File: src/shared/tkd_pkg.sv
// Operation
// (RULE1) Twenty-four setup bytes, one per key, at addresses 141 to 164.
// (RULE2) Touched when filtered signal falls below reference minus threshold.
// (RULE3) Threshold levels are recomputed whenever the reference moves.
// (RULE4) Signal above reference plus positive threshold recalibrates key.
// (RULE5) Positive hysteresis is fixed at one eighth of positive threshold.
// (RULE6) Negative and positive thresholds share one three-bit field per key.
// (RULE7) Threshold code defaults to 3 (10 counts); codes 2 to 4 give 8-12.
// (RULE8) Reference slews to signal; paused past threshold or in detection.
// (RULE9) Falling drift rate is per key; rising rate is one global setting.
// (RULE10) Per-key falling drift rate defaults to code 4, one count per 2 s.
// (RULE11) Global rising drift rate defaults to code 4, one count per 2 s.
// (RULE12) Host should make rising drift faster than falling drift.
// (RULE13) A burst repeats X pulse with matching Y line enabled a fixed count.
// (RULE14) Burst code 0..3 selects 16, 32, 48 or 64 pulses.
// (RULE15) Burst code defaults to 2, which is 48 pulses.
// (RULE16) Host should keep bursts short and negative threshold above 6.
// (RULE17) Setups writable only after 0xFE to address 140; any read relocks.
// (RULE18) Setup writes go to non-volatile memory and take effect at once.
// (RULE19) Setup byte: burst code 7:6, falling drift 5:3, threshold 2:0.
package tkd_pkg;

    localparam int KEYS = 24;
    localparam int SIG_W = 12;
    localparam logic [7:0] CMD_ADDR = 8'h8C;
    localparam logic [7:0] CMD_UNLOCK = 8'hFE;
    localparam logic [7:0] SETUP_BASE = 8'h8D;
    localparam logic [7:0] SETUP_LAST = 8'hA4;
    localparam logic [7:0] RISE_ADDR = 8'hED;
    localparam logic [7:0] SETUP_RESET = 8'hA3;
    localparam logic [2:0] RISE_RESET = 3'h4;
    localparam int BL_MSB = 7;
    localparam int BL_LSB = 6;
    localparam int DR_MSB = 5;
    localparam int DR_LSB = 3;
    localparam int TH_MSB = 2;
    localparam int TH_LSB = 0;
    localparam int X_LINES = 8;
    localparam int Y_LINES = 3;
    localparam int CLK_HZ = 10_000_000;
    localparam int TICK_MS = 100;
    localparam int TICK_CYCLES = CLK_HZ / 1000 * TICK_MS;
    localparam logic [3:0] X_PERIOD = 4'h4;
    localparam logic [3:0] X_HIGH = 4'h1;

    typedef struct packed {
        logic wr;
        logic rd;
        logic [7:0] addr;
        logic [7:0] wdata;
    } tkd_reg_req_t;

    typedef struct packed {
        logic stb;
        logic [7:0] addr;
        logic [7:0] data;
    } tkd_nv_write_t;

    // Threshold translation: 4 + 2 * code counts.
    function automatic logic [SIG_W-1:0] tkd_thr_counts(
        input logic [2:0] code);
        return 12'h004 + {8'h00, code, 1'b0}; // [RULE7]
    endfunction : tkd_thr_counts

    // Drift interval in 100 ms ticks per count of reference adjustment.
    function automatic logic [15:0] tkd_drift_ticks(input logic [2:0] code);
        case (code)
            3'h0: return 16'h0002;
            3'h1: return 16'h0005;
            3'h2: return 16'h000A;
            3'h3: return 16'h000F;
            3'h4: return 16'h0014; // [RULE10] [RULE11]
            3'h5: return 16'h0021;
            3'h6: return 16'h0032;
            default: return 16'h0064;
        endcase
    endfunction : tkd_drift_ticks

    function automatic logic [6:0] tkd_burst_pulses(input logic [1:0] code);
        return {1'b0, code, 4'h0} + 7'h10; // [RULE14]
    endfunction : tkd_burst_pulses

endpackage : tkd_pkg

File: src/rtl/tkd_burst.sv
`timescale 1ns/100ps
module tkd_burst
    import tkd_pkg::*;
(
    input wire logic clk_sys_i,
    input wire logic reset_i,
    input wire logic start_i,
    input wire logic [1:0] code_i,
    output logic x_pulse_o,
    output logic y_enable_o,
    output logic done_o
);

    logic [6:0] left;
    logic [3:0] phase;
    logic busy;
    wire last_phase = (phase == X_PERIOD - 4'h1);

    // The Y line stays enabled across the whole burst so each X edge's
    // charge is captured; X pulses once per period.
    always_ff @(posedge clk_sys_i) begin
        if (reset_i) begin
            left <= 7'h00;
            phase <= 4'h0;
            busy <= 1'b0;
            done_o <= 1'b0;
            x_pulse_o <= 1'b0;
            y_enable_o <= 1'b0;
        end else begin
            done_o <= 1'b0;
            if (!busy && start_i) begin
                left <= tkd_burst_pulses(code_i); // [RULE14]
                phase <= 4'h0;
                busy <= 1'b1;
                y_enable_o <= 1'b1; // [RULE13]
            end else if (busy) begin
                phase <= last_phase ? 4'h0 : phase + 4'h1;
                x_pulse_o <= (phase < X_HIGH); // [RULE13]
                if (last_phase) begin
                    left <= left - 7'h01;
                    if (left == 7'h01) begin
                        busy <= 1'b0;
                        y_enable_o <= 1'b0;
                        done_o <= 1'b1;
                    end
                end
            end
        end
    end

endmodule : tkd_burst

File: src/rtl/tkd_touch_key.sv
`timescale 1ns/100ps
module tkd_touch_key
    import tkd_pkg::*;
#(
    parameter int TICK_LEN = TICK_CYCLES
)(
    input wire logic clk_sys_i,
    input wire logic reset_i,
    input tkd_reg_req_t reg_req_i,
    input wire logic [SIG_W-1:0] signal_i,
    output logic [7:0] reg_rdata_o,
    output logic setups_unlocked_o,
    output tkd_nv_write_t nv_write_o,
    output logic [X_LINES-1:0] x_drive_o,
    output logic [Y_LINES-1:0] y_enable_o,
    output logic [KEYS-1:0] touch_o
);

    // ------------------------------------------------------------
    // Setup storage and write protection
    // ------------------------------------------------------------
    logic [7:0] setup [KEYS];
    logic [2:0] rising_drift_rate;
    logic unlocked;

    wire in_setup = (reg_req_i.addr >= SETUP_BASE) &&
                    (reg_req_i.addr <= SETUP_LAST); // [RULE1]
    wire [7:0] setup_off = reg_req_i.addr - SETUP_BASE;
    wire [4:0] setup_idx = setup_off[4:0];
    wire wr_setup = reg_req_i.wr && unlocked && in_setup; // [RULE17]
    wire wr_rise = reg_req_i.wr && unlocked &&
                   (reg_req_i.addr == RISE_ADDR); // [RULE17]
    wire wr_unlock = reg_req_i.wr && (reg_req_i.addr == CMD_ADDR) &&
                     (reg_req_i.wdata == CMD_UNLOCK); // [RULE17]
    wire [7:0] rd_mux = in_setup ? setup[setup_idx] :
                        (reg_req_i.addr == RISE_ADDR) ?
                        {5'h00, rising_drift_rate} : 8'h00;

    // A read in the same cycle as the unlock command leaves the block
    // locked: protection errs on the safe side.
    always_ff @(posedge clk_sys_i) begin
        if (reset_i) begin
            unlocked <= 1'b0;
            rising_drift_rate <= RISE_RESET; // [RULE11]
            reg_rdata_o <= 8'h00;
            nv_write_o <= '0;
        end else begin
            if (reg_req_i.rd) begin
                unlocked <= 1'b0; // [RULE17]
                reg_rdata_o <= rd_mux;
            end else if (wr_unlock) begin
                unlocked <= 1'b1;
            end
            if (wr_rise) begin
                rising_drift_rate <= reg_req_i.wdata[2:0]; // [RULE9]
            end
            nv_write_o.stb <= wr_setup || wr_rise; // [RULE18]
            nv_write_o.addr <= reg_req_i.addr;
            nv_write_o.data <= reg_req_i.wdata;
        end
    end

    // Setups act on the very next use of the key; no restart is forced.
    always_ff @(posedge clk_sys_i) begin
        for (int i = 0; i < KEYS; i++) begin
            if (reset_i) begin
                setup[i] <= SETUP_RESET; // [RULE7] [RULE10] [RULE15]
            end else if (wr_setup && setup_idx == i[4:0]) begin
                setup[i] <= reg_req_i.wdata; // [RULE18]
            end
        end
    end

    assign setups_unlocked_o = unlocked;

    // ------------------------------------------------------------
    // Drift time base
    // ------------------------------------------------------------
    logic [31:0] tick_cnt;
    logic [15:0] now_ticks;

    always_ff @(posedge clk_sys_i) begin
        if (reset_i) begin
            tick_cnt <= 32'h0;
            now_ticks <= 16'h0000;
        end else if (tick_cnt == 32'(TICK_LEN - 1)) begin
            tick_cnt <= 32'h0;
            now_ticks <= now_ticks + 16'h0001;
        end else begin
            tick_cnt <= tick_cnt + 32'h1;
        end
    end

    // ------------------------------------------------------------
    // Key scan sequencer
    // ------------------------------------------------------------
    typedef enum logic [1:0] {ST_START, ST_BURST, ST_EVAL} tkd_state_t;
    tkd_state_t state;
    logic [4:0] key;
    logic [SIG_W-1:0] sig;
    logic burst_start;
    logic burst_x;
    logic burst_y;
    logic burst_done;

    wire [7:0] cur_setup = setup[key];
    wire [1:0] cur_bl = cur_setup[BL_MSB:BL_LSB]; // [RULE19]
    wire [2:0] cur_fall = cur_setup[DR_MSB:DR_LSB]; // [RULE19]
    wire [2:0] cur_thr = cur_setup[TH_MSB:TH_LSB]; // [RULE19]

    tkd_burst u_burst (
        .clk_sys_i(clk_sys_i),
        .reset_i(reset_i),
        .start_i(burst_start),
        .code_i(cur_bl),
        .x_pulse_o(burst_x),
        .y_enable_o(burst_y),
        .done_o(burst_done)
    );

    always_ff @(posedge clk_sys_i) begin
        if (reset_i) begin
            state <= ST_START;
            key <= 5'h00;
            sig <= '0;
            burst_start <= 1'b0;
        end else begin
            burst_start <= 1'b0;
            case (state)
                ST_START: begin
                    burst_start <= 1'b1;
                    state <= ST_BURST;
                end
                ST_BURST: begin
                    if (burst_done) begin
                        sig <= signal_i;
                        state <= ST_EVAL;
                    end
                end
                ST_EVAL: begin
                    key <= (key == 5'(KEYS - 1)) ? 5'h00 : key + 5'h01;
                    state <= ST_START;
                end
                default: state <= ST_START;
            endcase
        end
    end

    // Key k sits on X line k mod 8 and Y line k div 8.
    always_ff @(posedge clk_sys_i) begin
        if (reset_i) begin
            x_drive_o <= '0;
            y_enable_o <= '0;
        end else begin
            x_drive_o <= burst_x ? 8'(1 << key[2:0]) : 8'h00; // [RULE13]
            y_enable_o <= burst_y ? 3'(1 << key[4:3]) : 3'h0; // [RULE13]
        end
    end

    // ------------------------------------------------------------
    // Reference, thresholds and drift
    // ------------------------------------------------------------
    logic [SIG_W-1:0] ref_lvl [KEYS];
    logic [15:0] stamp [KEYS];
    logic [KEYS-1:0] cal_done;
    logic [KEYS-1:0] pos_pend;

    wire [SIG_W-1:0] cur_ref = ref_lvl[key];
    wire [SIG_W-1:0] thr = tkd_thr_counts(cur_thr); // [RULE6]
    wire [SIG_W-1:0] hyst = {3'h0, thr[SIG_W-1:3]}; // [RULE5]
    // Levels are derived from the live reference, so they move with it.
    wire [SIG_W:0] pos_sum = {1'b0, cur_ref} + {1'b0, thr}; // [RULE3]
    wire [SIG_W-1:0] neg_lvl = (cur_ref > thr) ?
                               cur_ref - thr : '0; // [RULE3]
    wire [SIG_W-1:0] pos_lvl = pos_sum[SIG_W] ? '1 : pos_sum[SIG_W-1:0];
    wire [SIG_W-1:0] pos_keep = pos_lvl - hyst; // [RULE5]

    wire below = (sig < neg_lvl); // [RULE2]
    wire above = (sig > pos_lvl); // [RULE4]
    wire recal_hit = pos_pend[key] && (sig > pos_keep); // [RULE4] [RULE5]
    wire [2:0] drift_code = (sig < cur_ref) ?
                            cur_fall : rising_drift_rate; // [RULE9]
    wire [15:0] elapsed = now_ticks - stamp[key];
    wire drift_due = (elapsed >= tkd_drift_ticks(drift_code));
    wire drift_ok = !below && !touch_o[key] &&
                    (sig != cur_ref) && drift_due; // [RULE8]
    wire eval = (state == ST_EVAL);

    wire [SIG_W-1:0] next_ref = !cal_done[key] ? sig :
                                recal_hit ? sig :
                                !drift_ok ? cur_ref :
                                (sig > cur_ref) ? cur_ref + 12'h001 :
                                cur_ref - 12'h001; // [RULE8]
    wire ref_moves = !cal_done[key] || recal_hit || drift_ok;
    wire next_pend = cal_done[key] && !recal_hit && above;
    wire next_touch = cal_done[key] && below; // [RULE2]

    // Reset clears calibration so each key first takes its signal as
    // the reference on its first scan.
    always_ff @(posedge clk_sys_i) begin
        if (reset_i) begin
            cal_done <= '0;
            pos_pend <= '0;
            touch_o <= '0;
        end else if (eval) begin
            cal_done[key] <= 1'b1;
            pos_pend[key] <= next_pend;
            touch_o[key] <= next_touch;
        end
    end

    always_ff @(posedge clk_sys_i) begin
        for (int i = 0; i < KEYS; i++) begin
            if (reset_i) begin
                ref_lvl[i] <= '0;
                stamp[i] <= 16'h0000;
            end else if (eval && ref_moves && key == i[4:0]) begin
                ref_lvl[i] <= next_ref; // [RULE4] [RULE8]
                stamp[i] <= now_ticks;
            end
        end
    end

endmodule : tkd_touch_key

File: config.mk
export PLATFORM = sky130hd
export DESIGN_NAME = tkd_touch_key
export DESIGN_NICKNAME = d
export VERILOG_FILES = /design/src/shared/tkd_pkg.sv /design/src/rtl/tkd_burst.sv /design/src/rtl/tkd_touch_key.sv
export SDC_FILE = /design/constraint.sdc
export NUM_CORES = 2
export LEC_CHECK = 0
export ABC_AREA = 0
export BUFFER_PORTS_ARGS = -buffer_cell sky130_fd_sc_hd__buf_4
export CELL_PAD_IN_SITES_DETAIL_PLACEMENT = 1
export CELL_PAD_IN_SITES_GLOBAL_PLACEMENT = 2
export CORE_MARGIN = 2
export CORE_UTILIZATION = 35
export CTS_BUF_LIST = sky130_fd_sc_hd__clkbuf_8
export CTS_CLUSTER_SIZE = 28
export DETAILED_ROUTE_END_ITERATION = 7
export PLACE_DENSITY_LB_ADDON = 0.1
export SKIP_LAST_GASP = 1
export SLEW_MARGIN = 20
export SYNTH_ARGS = -nofsm -noshare
export SYNTH_HDL_FRONTEND = slang
export SYNTH_SLANG_ARGS = --single-unit
File: constraint.sdc
create_clock -name clk_sys_i -period 17.3 [get_ports clk_sys_i]
set_input_delay 5.19 -clock clk_sys_i [delete_from_list [all_inputs] [get_ports clk_sys_i]]
set_output_delay 5.19 -clock clk_sys_i [all_outputs]
set_load 0.005 [all_outputs]
==> flow_metrics.py <==
metrics = {
    "floorplan": {
        "die_y_um": 390.9,
        "core_area_sq_um": 148200,
        "rows": 141,
        "io_pins": 93,
        "initial_core_util_pct": 35.36,
        "dieArea_sq_um": 152800,
        "die_w_um": 390.9,
    },
    "logic_synthesis": {
        "synthArstFlopShare_pct": 0,
        "synth_fp_nets": 4233,
        "ys_ff_latch": 1064,
        "ys_types": 90,
        "avgSynthCellArea_sq_um": 12.81,
        "synth_edf_count": 864,
        "netlist_area_sq_um": 52400,
        "yosysWarnings": 0,
        "yosysSeqAreaShare_pct": 57.16,
        "synthFlopType": "edfxtp_1",
        "netlist_instances": 4090,
    },
    "sta": {
        "maxSlewHeadroom_pct": 21.55,
        "hold_viol_final": 0,
        "fin_setup_tns_ns": 0,
        "skew_ns": 0.07928,
        "min_period_ns": 11.11,
        "drv_slew": 0,
        "rsz0062_at_grt": "no",
        "fin_crit_sh_pct": 64.21,
        "worstMarginPinSlew_ns": 1.170,
        "finalSetupViolCount": 0,
        "fmax_mhz": 90.02,
    },
    "grt": {
        "grt_pass1_vias": 35570,
        "grt_pass1_wl_um": 253500,
        "grt_antenna_before_repair": 11,
        "grt_use_total_pct": 23.00,
        "grt_max_degree": 74,
        "grt-ovfl-total": 0,
    },
    "critical_path": {
        "cp.required_ns": 18.07,
        "max_stage_delay_ns": 0.81,
        "crit_top_cell": "ha_1",
        "crit_path_end": "ref_lvl[9][8]",
        "worst_ep_arrival_time_ns": 11.88,
        "critPathKind": "register to register",
        "reg2reg_setup_slack_ns": 6.19,
        "rr_worst_depth": 33,
        "start_kind": "register",
        "crit_path_end_kind": "register",
        "slowest_stage": "dfxtp_4",
        "rr_endpoint": "ref_lvl[9][8]",
        "worstPathMaxFanout": 54,
    },
    "clock_tree": {
        "clk_latency_ns": 0.93,
        "cts_tree": "done",
        "post-cts-setup-buffers": 0,
        "cts.clk_slew.worst_paths_ns": 0.06,
        "postCtsHoldBufs": 0,
        "clk_path_buf_depth": 3,
        "cts_buffers": 191,
        "ctsRootBufferMaster": "clkbuf_8",
        "h-tree-depth": 4,
        "cts.sinks": 1064,
        "cts_resized": 0,
    },
    "finish": {
        "layout_common_cells": "edfxtp_1, nor2_1, nand2_1",
        "final_common_cell": "edfxtp_1",
        "finalNetCount": 4308,
        "areaGrowthSynthToFinish_pct": 12.13,
        "drive_gt1_share_pct": 19.74,
        "fin_area_sq_um": 58750,
    },
    "detailed_routing": {
        "vias_per_cell": 5.450,
        "drt_iter0_markers": 2519,
        "drc": 0,
        "wl_um": 175000,
        "vias": 33990,
        "antenna_left": 0,
        "first_pass_iters": 5,
        "routedWlPerCell_um": 28.06,
    },
    "run_status": {
        "status": "complete, no violations",
    },
    "placement": {
        "hpwlAfterDp_um": 118000,
        "place_area_sq_um": 55270,
        "place_congestion": 0.7785,
        "port_buffers": 92,
    },
    "power": {
        "clockPowerShare_pct": 41.7,
        "p_per_area_nw_per_um2": 91.10,
        "p_sw_share_pct": 24.44,
        "combPwrFrac_pct": 5.0,
        "leakagePower_nw": 20.37,
        "max-vdd-ir-drop_mv": 0.05528,
        "p_sw_mw": 1.308,
        "p_int_mw": 4.044,
        "power_frac_seq_pct": 53.3,
    },
    "worst_hold_path": {
        "hold_path.class": "register to register",
        "worstHoldStart": "u_burst.done_o",
    },
    "flow_run": {
        "maxCapViolations": 0,
    },
}
cell families (layout without fill, tap and decap cells):
group / count (synthesis) / after routing / share of synthesized area, %
AND/OR/NAND/NOR: 1688 / 1688 / 16.05
flip-flops: 1064 / 1064 / 57.16
multiplexers: 413 / 413 / 15.12
buffers and inverters: 369 / 579 / 3.040
AO/OA/AOI/OAI: 349 / 349 / 4.303
adder cells (fa/ha/maj): 112 / 112 / 2.741
XOR/XNOR: 95 / 95 / 1.588
other: 0 / 6 / 0
Yosys cell counts, types with 37 or more instances:
cell type | n | area (sq um)
edfxtp_1 | 864 | 25940
nor2_1 | 580 | 2177
nand2_1 | 341 | 1280
and2_1 | 310 | 1939
mux4_2 | 300 | 6756
dfxtp_1 | 200 | 4004
clkbuf_1 | 177 | 664.4
and3_1 | 134 | 838.3
a21oi_1 | 125 | 625.6
ha_1 | 106 | 1326
mux2i_1 | 104 | 1041
buf_2 | 78 | 390.4
nand3_1 | 63 | 315.3
inv_1 | 61 | 229.0
xor2_1 | 53 | 464.2
o21ai_0 | 49 | 245.2
nand2b_1 | 43 | 269.0
nor2b_1 | 42 | 262.8
xnor2_1 | 42 | 367.9
nor3_1 | 37 | 185.2
metal layers:
metal  global-route usage (%)  vias to the layer above  share of wire [%]
met5                        0                        -                  0
met4                    6.171                        0                2.2
met3                    4.979                      221                6.2
met2                    36.50                      886                 47
met1                    31.82                    17730                 45
li1                         -                    15160                  -
critical path: cells and delay by family (launching register included):
kind                       cells  cell delay [ns]
buffers and inverters          4             1.58
DFF                            1             0.81
adders and majority gates      5             1.57
and+or+nand+nor               14             3.25
AOI/OAI and AO/OA              7             2.06
muxes                          3             1.49
sequential cells by signal, summed over array words and instances, names as in the netlist, 8 cells and up, named ones only:
signal / cells
cal_done: 24
now_ticks: 16
nv_write_o: 17
pos_pend: 24
ref_lvl: 288
reg_rdata_o: 8
setup: 192
sig: 12
stamp: 384
tick_cnt: 32
touch_o: 24
x_drive_o: 8
cell type report:
cell class / instances / area, sq um
Sequential cell: 1064 / 29970
Tap cell: 1930 / 2415
Timing Repair Buffer: 187 / 1411
Clock inverter: 128 / 696.9
Clock buffer: 200 / 2753
Fill cell: 15580 / 89440
Antenna cell: 6 / 15.01
Multi-Input combinational cell: 2657 / 21250
Inverter: 64 / 240.2
how the worst min path moves through the flow:
stage | to | slack (ns) | cells after the start
after floorplan | state[0] | 0.42 | 1
after global placement | cal_done[10] | 0.43 | 2
after detailed placement | state[0] | 0.43 | 1
after CTS | state[0] | 0.44 | 1
after global routing | cal_done[3] | 0.46 | 2
final | state[0] | 0.44 | 1
through the flow:
stage                     instances  worst slack [ns]  hold WS, ns  utilization [%]  total power [mW]
after floorplan                4090             6.828       0.4208                -             3.058
after global placement         5902             6.167       0.4292            37.30             3.176
after detailed placement       5902             6.068       0.4347            37.30             3.177
after CTS                      6230             6.099       0.4436            39.63             5.423
after global routing           6231             5.306       0.4623            39.64             5.545
final                          6236             6.191       0.4417            39.65             5.352
power groups by stage:
stage          sequential, mW  clock (mW)  combinational [mW]
6_report                 2.85        2.23               0.267
5_1_grt                  2.86        2.40               0.291
4_1_cts                  2.85        2.30               0.273
3_5_place_dp             2.91           0               0.271
3_3_place_gp             2.90           0               0.271
2_1_floorplan            2.89           0               0.164
(Power assumes the default switching activity.)
